File: config.mk
export PLATFORM = sky130hd
export DESIGN_NAME = dcr_regs
export DESIGN_NICKNAME = d
export VERILOG_FILES = /design/src/rtl/dcr_pkg.sv /design/src/rtl/dcr_edge_if.sv /design/src/rtl/dcr_load_edge.sv /design/src/rtl/dcr_regs.sv
export SDC_FILE = /design/constraint.sdc
export NUM_CORES = 1
export LEC_CHECK = 0
export ABC_CLOCK_PERIOD_IN_PS = 1500
export BUFFER_PORTS_ARGS = -buffer_cell sky130_fd_sc_hd__buf_2
export CORE_MARGIN = 1.5
export CORE_UTILIZATION = 48
export DETAILED_ROUTE_END_ITERATION = 8
export PLACE_DENSITY = 0.84
export REMOVE_ABC_BUFFERS = 1
export SLEW_MARGIN = 20
export SYNTH_ARGS = -nofsm -noshare
export SYNTH_HDL_FRONTEND = slang
export SYNTH_SLANG_ARGS = --single-unit
export TNS_END_PERCENT = 100
File: constraint.sdc
create_clock -name i_clk -period 1.5 [get_ports i_clk]
set_clock_uncertainty 0.1 [all_clocks]
set_input_delay 0.225 -clock i_clk [delete_from_list [all_inputs] [get_ports i_clk]]
set_output_delay 0.225 -clock i_clk [all_outputs]
set_load 0.05 [all_outputs]
File: src/rtl/dcr_pkg.sv
// constants for the downconverter oscillator control register group
package dcr_pkg;

    // ----------------------------------------------------------------
    // register offsets
    // ----------------------------------------------------------------
    localparam logic [11:0] ADDR_SOURCE_ROUTING = 12'h163;
    localparam logic [11:0] ADDR_UPDATE_MODE = 12'h164;
    localparam logic [11:0] ADDR_SELECT_CONTROL = 12'h165;
    localparam logic [11:0] ADDR_FREQ_SELECT = 12'h166;
    localparam logic [11:0] ADDR_FILTER01_FACTOR = 12'h167;
    localparam logic [11:0] ADDR_FILTER23_FACTOR = 12'h168;
    localparam logic [11:0] ADDR_DECIM_CONFIG = 12'h169;

    // ----------------------------------------------------------------
    // reset values
    // ----------------------------------------------------------------
    localparam logic [7:0] RST_SOURCE_ROUTING = 8'h00;
    localparam logic [7:0] RST_UPDATE_MODE = 8'h00;
    localparam logic [7:0] RST_SELECT_CONTROL = 8'h00;
    localparam logic [7:0] RST_FREQ_SELECT = 8'h00;
    localparam logic [7:0] RST_FILTER01_FACTOR = 8'h00;
    localparam logic [7:0] RST_FILTER23_FACTOR = 8'h00;
    localparam logic [7:0] RST_DECIM_CONFIG = 8'h00;

    // ----------------------------------------------------------------
    // field positions
    // ----------------------------------------------------------------
    localparam int OSC_LOAD_STROBE_LSB = 4;
    localparam int NEGATIVE_IMAGE_CHOOSE_BIT = 3;
    localparam int OSC_MODE_BIT = 0;
    localparam int LOW_LATENCY_BIT = 4;
    localparam int PIN_SWITCH_AUTOLOAD_DISABLE_BIT = 2;
    localparam int FREQ_SOURCE_BIT = 1;
    localparam int COMMON_LOAD_BIT = 0;
    localparam int UNEQUAL_DECIM_BIT = 7;
    localparam int ACTIVE_FILTER_COUNT_LSB = 4;
    localparam int COMMON_FACTOR_LSB = 0;
    localparam int ODD_FILTER_FACTOR_LSB = 4;
    localparam int EVEN_FILTER_FACTOR_LSB = 0;

    // writable field masks; other bits read as zero
    localparam logic [7:0] MASK_UPDATE_MODE = 8'hF9;
    localparam logic [7:0] MASK_SELECT_CONTROL = 8'h17;
    localparam logic [7:0] MASK_DECIM_CONFIG = 8'hBF;

    // ----------------------------------------------------------------
    // encodings
    // ----------------------------------------------------------------
    localparam logic [1:0] SRC_EVEN_CONNECT = 2'h0;
    localparam logic [1:0] SRC_ODD_CONNECT = 2'h1;
    localparam logic [1:0] COUNT_DUAL = 2'h0;
    localparam logic [1:0] COUNT_QUAD = 2'h1;
    localparam logic [1:0] COUNT_SINGLE = 2'h2;
    localparam logic [15:0] RATIO_BYPASS = 16'h0001;
    localparam logic [7:0] READ_UNMAPPED = 8'h00;

    localparam int NUM_FILTERS = 4;
    localparam int NUM_LOAD_BITS = 5;

endpackage : dcr_pkg

File: src/rtl/dcr_edge_if.sv
// carrier between the register group and its update edge detector
`timescale 1ns/1ps
interface dcr_edge_if;
    logic [4:0] level;
    logic [4:0] rise;

    modport src
    (
        output level,
        input rise
    );
    modport det
    (
        input level,
        output rise
    );
endinterface : dcr_edge_if

File: src/rtl/dcr_load_edge.sv
// zero-to-one detector for the oscillator update bits
`timescale 1ns/1ps
module dcr_load_edge
(
    // clock and reset
    input wire logic i_clk,
    input wire logic i_nrst,
    // update levels in, pulses out
    dcr_edge_if.det edge_bus
);

    logic [4:0] prev_level;

    // compare against previous register value only, so a held one never reloads
    always_ff @(posedge i_clk or negedge i_nrst)
    begin
        if (!i_nrst)
            prev_level <= 5'h00;
        else
            prev_level <= edge_bus.level;
    end

    assign edge_bus.rise = edge_bus.level & ~prev_level;

endmodule : dcr_load_edge

File: src/rtl/dcr_regs.sv
// downconverter oscillator control registers and their decoded controls
`timescale 1ns/1ps
module dcr_regs
(
    // clock and reset
    input wire logic i_clk,
    input wire logic i_nrst,
    // register port from the serial control logic
    input wire logic i_reg_wr,
    input wire logic i_reg_rd,
    input wire logic [11:0] i_reg_addr,
    input wire logic [7:0] i_reg_wdata,
    output logic [7:0] o_reg_rdata,
    output logic o_reg_ack,
    // device context
    input wire logic i_complex_mode_enable,
    input wire logic [1:0] i_pin_freq_pick,
    // datapath controls
    output logic [3:0] o_filter_connected,
    output logic [3:0] o_osc_load,
    output logic o_negative_image,
    output logic o_phase_coherent,
    output logic o_dsp_bypass,
    output logic [7:0] o_freq_pick,
    output logic [15:0] o_filter_code,
    output logic [63:0] o_filter_ratio,
    output logic [3:0] o_filter_active,
    output logic o_complex_mode
);

    // ----------------------------------------------------------------
    // register storage
    // ----------------------------------------------------------------
    logic [7:0] source_routing;
    logic [7:0] update_mode;
    logic [7:0] select_control;
    logic [7:0] freq_select;
    logic [7:0] filter01_factor;
    logic [7:0] filter23_factor;
    logic [7:0] decim_config;

    always_ff @(posedge i_clk or negedge i_nrst)
    begin
        if (!i_nrst)
        begin
            source_routing <= dcr_pkg::RST_SOURCE_ROUTING;
            update_mode <= dcr_pkg::RST_UPDATE_MODE;
            select_control <= dcr_pkg::RST_SELECT_CONTROL;
            freq_select <= dcr_pkg::RST_FREQ_SELECT;
            filter01_factor <= dcr_pkg::RST_FILTER01_FACTOR;
            filter23_factor <= dcr_pkg::RST_FILTER23_FACTOR;
            decim_config <= dcr_pkg::RST_DECIM_CONFIG;
        end
        else if (i_reg_wr)
        begin
            unique case (i_reg_addr)
                dcr_pkg::ADDR_SOURCE_ROUTING: source_routing <= i_reg_wdata;
                dcr_pkg::ADDR_UPDATE_MODE:
                    update_mode <= i_reg_wdata & dcr_pkg::MASK_UPDATE_MODE;
                dcr_pkg::ADDR_SELECT_CONTROL:
                    select_control <= i_reg_wdata & dcr_pkg::MASK_SELECT_CONTROL;
                dcr_pkg::ADDR_FREQ_SELECT: freq_select <= i_reg_wdata;
                dcr_pkg::ADDR_FILTER01_FACTOR: filter01_factor <= i_reg_wdata;
                dcr_pkg::ADDR_FILTER23_FACTOR: filter23_factor <= i_reg_wdata;
                dcr_pkg::ADDR_DECIM_CONFIG:
                    decim_config <= i_reg_wdata & dcr_pkg::MASK_DECIM_CONFIG;
                default:
                begin
                end
            endcase
        end
    end

    // ----------------------------------------------------------------
    // read port
    // ----------------------------------------------------------------
    logic [7:0] next_rdata;

    always_comb
    begin
        unique case (i_reg_addr)
            dcr_pkg::ADDR_SOURCE_ROUTING: next_rdata = source_routing;
            dcr_pkg::ADDR_UPDATE_MODE: next_rdata = update_mode;
            dcr_pkg::ADDR_SELECT_CONTROL: next_rdata = select_control;
            dcr_pkg::ADDR_FREQ_SELECT: next_rdata = freq_select;
            dcr_pkg::ADDR_FILTER01_FACTOR: next_rdata = filter01_factor;
            dcr_pkg::ADDR_FILTER23_FACTOR: next_rdata = filter23_factor;
            dcr_pkg::ADDR_DECIM_CONFIG: next_rdata = decim_config;
            default: next_rdata = dcr_pkg::READ_UNMAPPED;
        endcase
    end

    // read data holds until the next read, so the port may sample late
    always_ff @(posedge i_clk or negedge i_nrst)
    begin
        if (!i_nrst)
            o_reg_rdata <= 8'h00;
        else if (i_reg_rd)
            o_reg_rdata <= next_rdata;
    end

    always_ff @(posedge i_clk or negedge i_nrst)
    begin
        if (!i_nrst)
            o_reg_ack <= 1'b0;
        else
            o_reg_ack <= i_reg_wr | i_reg_rd;
    end

    // ----------------------------------------------------------------
    // field extraction
    // ----------------------------------------------------------------
    logic [3:0] osc_load_strobe;
    logic negative_image_choose;
    logic osc_mode;
    logic low_latency;
    logic pin_switch_autoload_disable;
    logic freq_source;
    logic common_load;
    logic unequal_decim;
    logic [1:0] active_filter_count;
    logic [3:0] common_factor;
    logic [1:0] filter0_source_select;
    logic [1:0] filter1_source_select;
    logic [1:0] filter2_source_select;
    logic [1:0] filter3_source_select;

    assign osc_load_strobe = update_mode[dcr_pkg::OSC_LOAD_STROBE_LSB +: 4];
    assign negative_image_choose = update_mode[dcr_pkg::NEGATIVE_IMAGE_CHOOSE_BIT];
    assign osc_mode = update_mode[dcr_pkg::OSC_MODE_BIT];
    assign low_latency = select_control[dcr_pkg::LOW_LATENCY_BIT];
    assign pin_switch_autoload_disable =
        select_control[dcr_pkg::PIN_SWITCH_AUTOLOAD_DISABLE_BIT];
    assign freq_source = select_control[dcr_pkg::FREQ_SOURCE_BIT];
    assign common_load = select_control[dcr_pkg::COMMON_LOAD_BIT];
    assign unequal_decim = decim_config[dcr_pkg::UNEQUAL_DECIM_BIT];
    assign active_filter_count = decim_config[dcr_pkg::ACTIVE_FILTER_COUNT_LSB +: 2];
    assign common_factor = decim_config[dcr_pkg::COMMON_FACTOR_LSB +: 4];
    assign filter0_source_select = source_routing[1:0];
    assign filter1_source_select = source_routing[3:2];
    assign filter2_source_select = source_routing[5:4];
    assign filter3_source_select = source_routing[7:6];

    // ----------------------------------------------------------------
    // source routing and modes
    // ----------------------------------------------------------------
    always_ff @(posedge i_clk or negedge i_nrst)
    begin
        if (!i_nrst)
            o_filter_connected <= 4'h0;
        else
        begin
            o_filter_connected[0] <= filter0_source_select == dcr_pkg::SRC_EVEN_CONNECT;
            o_filter_connected[1] <= filter1_source_select == dcr_pkg::SRC_ODD_CONNECT;
            o_filter_connected[2] <= filter2_source_select == dcr_pkg::SRC_EVEN_CONNECT;
            o_filter_connected[3] <= filter3_source_select == dcr_pkg::SRC_ODD_CONNECT;
        end
    end

    always_ff @(posedge i_clk or negedge i_nrst)
    begin
        if (!i_nrst)
        begin
            o_negative_image <= 1'b0;
            o_phase_coherent <= 1'b0;
            o_dsp_bypass <= 1'b0;
            o_complex_mode <= 1'b0;
        end
        else
        begin
            // image choice is meaningless in real decimation, so it is masked there
            o_negative_image <= negative_image_choose & i_complex_mode_enable;
            o_phase_coherent <= osc_mode;
            o_dsp_bypass <= low_latency;
            o_complex_mode <= i_complex_mode_enable;
        end
    end

    // ----------------------------------------------------------------
    // frequency select pins
    // ----------------------------------------------------------------
    logic [1:0] pin_meta;
    logic [1:0] pin_sync;
    logic [1:0] pin_prev;
    logic pin_switch;
    logic auto_load;

    always_ff @(posedge i_clk or negedge i_nrst)
    begin
        if (!i_nrst)
        begin
            pin_meta <= 2'h0;
            pin_sync <= 2'h0;
            pin_prev <= 2'h0;
        end
        else
        begin
            pin_meta <= i_pin_freq_pick;
            pin_sync <= pin_meta;
            pin_prev <= pin_sync;
        end
    end

    assign pin_switch = pin_sync != pin_prev;
    // a pin switch only matters while the pins own the selection
    assign auto_load = pin_switch & ~freq_source & ~pin_switch_autoload_disable;

    always_ff @(posedge i_clk or negedge i_nrst)
    begin
        if (!i_nrst)
            o_freq_pick <= 8'h00;
        else if (freq_source)
            o_freq_pick <= freq_select;
        else
            o_freq_pick <= {4{pin_sync}};
    end

    // ----------------------------------------------------------------
    // oscillator loads
    // ----------------------------------------------------------------
    dcr_edge_if edge_bus ();

    assign edge_bus.level = {osc_load_strobe, common_load};

    dcr_load_edge u_load_edge
    (
        .i_clk(i_clk),
        .i_nrst(i_nrst),
        .edge_bus(edge_bus.det)
    );

    logic [3:0] next_osc_load;

    assign next_osc_load = edge_bus.rise[4:1]
        | {4{edge_bus.rise[0]}}
        | {4{auto_load}};

    always_ff @(posedge i_clk or negedge i_nrst)
    begin
        if (!i_nrst)
            o_osc_load <= 4'h0;
        else
            o_osc_load <= next_osc_load;
    end

    // ----------------------------------------------------------------
    // decimation
    // ----------------------------------------------------------------
    logic [15:0] next_code;
    logic [3:0] next_active;

    always_comb
    begin
        if (unequal_decim)
            next_code = {filter23_factor[dcr_pkg::ODD_FILTER_FACTOR_LSB +: 4],
                         filter23_factor[dcr_pkg::EVEN_FILTER_FACTOR_LSB +: 4],
                         filter01_factor[dcr_pkg::ODD_FILTER_FACTOR_LSB +: 4],
                         filter01_factor[dcr_pkg::EVEN_FILTER_FACTOR_LSB +: 4]};
        else
            next_code = {4{common_factor}};
    end

    always_comb
    begin
        unique case (active_filter_count)
            dcr_pkg::COUNT_DUAL: next_active = 4'h3;
            dcr_pkg::COUNT_QUAD: next_active = 4'hF;
            dcr_pkg::COUNT_SINGLE: next_active = 4'h1;
            default: next_active = 4'h0;
        endcase
        // low latency bypasses every filter
        if (low_latency)
            next_active = 4'h0;
    end

    always_ff @(posedge i_clk or negedge i_nrst)
    begin
        if (!i_nrst)
        begin
            o_filter_code <= 16'h0000;
            o_filter_active <= 4'h0;
        end
        else
        begin
            o_filter_code <= next_code;
            o_filter_active <= next_active;
        end
    end

    // ratio is two to the power of the code; code zero gives one, the bypass
    always_ff @(posedge i_clk or negedge i_nrst)
    begin
        if (!i_nrst)
            o_filter_ratio <= {4{dcr_pkg::RATIO_BYPASS}};
        else
        begin
            for (int f = 0; f < dcr_pkg::NUM_FILTERS; f++)
                o_filter_ratio[16*f +: 16] <= dcr_pkg::RATIO_BYPASS << next_code[4*f +: 4];
        end
    end
endmodule : dcr_regs

==> results.md <==
- The flow ran to the end, but the final reports show violations.
- The final reports fail on setup timing.
- The synthesized design contains 172 register bits.
- The startpoint of the worst-slack reg-to-reg timing path is filter23_factor[0].
- The largest single stage delay on the critical path is 440 ps.
- The repair_antennas step left the layout with diodes totalling 0.
- Of the cells placed in the final design, the portion with a size suffix greater than 1 is 0.481.
- Dividing the final minimum period by the clock period gives 1.01.
- The core region is 12700 um^2.
- The end point of the critical path is o_reg_rdata[0].
- The transition time at the pin with the least slew margin is 382 ps.
- The startpoint-to-endpoint class of the critical path is reg -> reg.
- The detailed router finished its first iteration with 353 violations.
- After synthesis, the share of flip-flops with an asynchronous set or reset is 1.00.
- The number of ports placed on the die boundary is 140.
- The maximum achievable frequency is 0.657 GHz.
- Data on the critical path arrives at its endpoint at 1720 ps.
- The critical path capture point type is a flip-flop.
- The first-pass GRT wire length is 24.7 mm.
- The area fraction of the dominant cell type after synthesis is 0.668.
- The number of warnings issued by yosys is 0.
- Synthesis produced 498 cells.
- For this block, wires on met1 add up to 6.08 mm.
- The effective utilization at floorplan is 0.494.
- The tool flagged a number of max-cap violations equal to 0.
- For this run, design rule violations remaining after detail routing come to 0.
- The met2 layer wire length in the routed design is 8.01 mm.
- In this run the horizontal extent of the chip is 117 um.
- Yosys instantiated no cell more often than sky130_fd_sc_hd__dfrtp_1.
- The analysis attributes to net switching a power of 0.00211 W.
- After detailed routing, the met3 layer carries 893 um of wire.
- The total iterations of the first detailed-routing run is 4.
- In this run, synthesis inferred 0 flip-flops with an integrated enable.
- The number of global-route vias before repair came to 4888.
- sky130_fd_sc_hd__dfrtp_1 takes more of the synthesized area than any other cell.
- Entering global routing, the biggest net connects 43 pins.
- In this run the worst setup path begins at filter23_factor[0].
- The all-layer global routing usage is 0.230.
- The final weighted congestion of routability-driven global placement is 0.898.
- Walking the worst path, the cells encountered are mux2i_2, o32ai_2, a311oi_2, o22ai_1.
- Of the synthesized area, sequential elements account for 0.685.
- The class of the most critical hold timing path is in -> reg.
- The placement row count is 41.
- Setup violations remaining at the end of the flow were counted as 1.
- The floorplan step defined a die boundary enclosing 13800 um^2.
- The launching element type of the critical path is a flip-flop.
- TritonCTS built the clock tree.
- The power density of the placed cells is 1150 nW/um^2.
- The final-layout worst hold slack is 20.0 ps.
- The top fanout value on the critical path is 3.
- In this run the vertical extent of the chip is 117 um.
- The share of total power dissipated in combinational logic is 0.052.
- The post-route antenna net violation count is 0.
- The sequential group share of total power is 0.486.
- Wires add up to 15.4 mm.
- After detailed routing, the average wire length per cell comes to 17.6 um.
- The critical path data required time is 1700 ps.
- The least setup slack across all paths after layout is -22.2 ps.
- The slowest stage of the critical path is the sky130_fd_sc_hd__dfrtp_2 cell.
- Port buffering added 139 buffers.
- The beginning of the worst hold path is i_reg_wr.
- The overall overflow remaining after global route is 0.
- The static power due to leakage is 4.46 nW.
- The routed layout has 4537 vias.
- The number of hold violations in the final report is 0.
- At the later pin of the worst-skew pair, clock insertion delay measures 430 ps.
- The cell area that synthesis handed to floorplanning was 6290 um^2.
- Ranked by instance count, the synthesized netlist is headed by sky130_fd_sc_hd__dfrtp_1, sky130_fd_sc_hd__nor2_1, sky130_fd_sc_hd__nand2_1.
- The root buffer cell chosen for the clock tree is sky130_fd_sc_hd__clkbuf_16.
- For the finished layout, the period the worst path requires is 1520 ps.
- The final net count is 717.
- The final standard cell utilization of the core is 0.663.
- The detailed-route vias per instance is 5.19.
- The number of buffers on the longest clock path is 2.
- In this run the number of H-tree levels came out at 4.
- The number of library cell types mapped by synthesis is 44.
- The uppermost signal routing layer after detailed routing is met4.
- In this run the register-to-register setup slack is -20 ps.
- The predominant post-synthesis flop cell is sky130_fd_sc_hd__dfrtp_1.
- Of the total power, the clock network draws 0.462.
- After synthesis, the cell types taking the most area are sky130_fd_sc_hd__dfrtp_1, sky130_fd_sc_hd__mux2_2, sky130_fd_sc_hd__nor2_1.
- Averaged over all synthesized cells, the footprint is 12.6 um^2.
- The max-slew violation count is 0.
- The number of cells on the worst reg-to-reg path is 4.
- The switching share of total power is 0.217.
- CTS saw 172 sinks.
- The initial antenna violation count is 0.
- The post-DP HPWL is 11.0 mm.
- The internal cell power is 0.00758 W.
- In this run the tightest slew margin relative to its limit is 0.742.
- The maximum resistive drop on vdd is 0.000794 V.
- After clock tree synthesis, the clock-pin slew on the worst setup and hold paths is 70 ps.
- The endpoint of the most critical register-to-register path is o_reg_rdata[0].
- Clock tree synthesis inserted a total of 17 buffers.
- From synthesis to final layout, the design area changed by 34.1%.
[sequential cells by signal (all words and copies together) (netlist names), 7 cells and up]
name             count
o_filter_ratio      64
o_filter_code       16
filter01_factor      8
filter23_factor      8
freq_select          8
o_freq_pick          8
o_reg_rdata          8
source_routing       8
decim_config         7
[metrics by stage]
| stage | std cells | worst slack [ps] | cell area [um^2] | TNS, ps | total power [W] |
|---|---|---|---|---|---|
| 2_1_floorplan | 484 | -282 | 6220 | -5580 | 0.00498 |
| 3_3_place_gp | 834 | -356 | 7480 | -17270 | 0.00526 |
| 6_report | 875 | -22.2 | 8440 | -22.2 | 0.00969 |
| 5_1_grt | 875 | -42.6 | 8440 | -168 | 0.0100 |
| 3_5_place_dp | 834 | -422 | 7480 | -22980 | 0.00528 |
| 4_1_cts | 870 | -49.9 | 8180 | -522 | 0.00974 |
[cell families (layout without fill, tap and decap cells)]
logic type	Yosys count	in the layout	synth area share
xor gates and xnor gates	2	2	0.00278
AOI/OAI and AO/OA	55	55	0.0551
buffers and inverters	45	250	0.0294
muxes	64	64	0.113
and+or+nand+nor	160	160	0.115
DFF	172	172	0.685
[cell usage in the layout (no fill, tap or decap), types with 3 or more instances in the layout]
master,Yosys,routed
sky130_fd_sc_hd__a211oi_1,7,3
sky130_fd_sc_hd__a211oi_2,0,4
sky130_fd_sc_hd__a21oi_1,23,7
sky130_fd_sc_hd__a21oi_2,0,10
sky130_fd_sc_hd__a21oi_4,0,6
sky130_fd_sc_hd__a32o_1,3,3
sky130_fd_sc_hd__buf_12,0,4
sky130_fd_sc_hd__buf_2,4,134
sky130_fd_sc_hd__buf_4,1,41
sky130_fd_sc_hd__buf_6,1,3
sky130_fd_sc_hd__bufinv_16,0,3
sky130_fd_sc_hd__clkbuf_16,0,17
sky130_fd_sc_hd__clkbuf_8,0,3
sky130_fd_sc_hd__clkinvlp_4,0,4
sky130_fd_sc_hd__dfrtp_1,168,166
sky130_fd_sc_hd__dfstp_2,4,4
sky130_fd_sc_hd__dlygate4sd3_1,0,4
sky130_fd_sc_hd__inv_1,31,22
sky130_fd_sc_hd__inv_2,0,8
sky130_fd_sc_hd__mux2_2,54,54
sky130_fd_sc_hd__mux2i_1,10,9
sky130_fd_sc_hd__nand2_1,57,38
sky130_fd_sc_hd__nand2_2,0,19
sky130_fd_sc_hd__nand2b_1,3,3
sky130_fd_sc_hd__nand3_1,3,3
sky130_fd_sc_hd__nor2_1,71,66
sky130_fd_sc_hd__nor2_2,0,5
sky130_fd_sc_hd__nor2b_1,8,4
sky130_fd_sc_hd__nor2b_4,0,4
sky130_fd_sc_hd__o21ai_0,6,6
sky130_fd_sc_hd__o22ai_1,8,8
[area by class of cell]
cell class | count | area [um^2]
clock buffers | 22 | 474
clock inverters | 10 | 139
fillers | 988 | 4290
inverters | 31 | 119
multi-input cells | 281 | 2040
flip-flops and latches | 172 | 4310
well taps | 172 | 215
repair buffers | 187 | 1140
[per-layer routing]
layer	global-route usage	up-vias
met5	0	-
met4	0.0998	0
met3	0.0552	36
met2	0.401	162
met1	0.274	2293
li1	-	2046
[power by group through the flow]
stage / clock network [W] / registers [W] / logic (W)
finish: 0.00448 / 0.00471 / 0.000506
global route: 0.00474 / 0.00471 / 0.000549
CTS: 0.00453 / 0.00471 / 0.000499
detailed placement: 0 / 0.00479 / 0.000485
global placement: 0 / 0.00479 / 0.000474
floorplan: 0 / 0.00491 / 0.0000712
[worst min-delay path by stage]
stage                             to  slack (ps)  cells after the start
floorplan            decim_config[0]        -170                      0
global placement    o_phase_coherent          20                      1
detailed placement  o_phase_coherent          20                      1
CTS                        o_reg_ack          20                      3
global route               o_reg_ack          30                      3
finish                     o_reg_ack          20                      3
[worst max-delay path: cells and delay by family (launching register included)]
| kind | cells | cell delay [ps] |
|---|---|---|
| multiplexers | 1 | 260 |
| AO/OA/AOI/OAI | 3 | 590 |
| flip-flops | 1 | 440 |
[timing repair]
action	4_1_cts	5_1_grt
hold buffers	4	0
pin swaps	0	9
endpoints found under the hold margin	172	0
setup endpoints to repair	66	74
gates resized for setup	14	67
setup buffers	0	5
No activity file was read; power rests on OpenSTA's default activity.
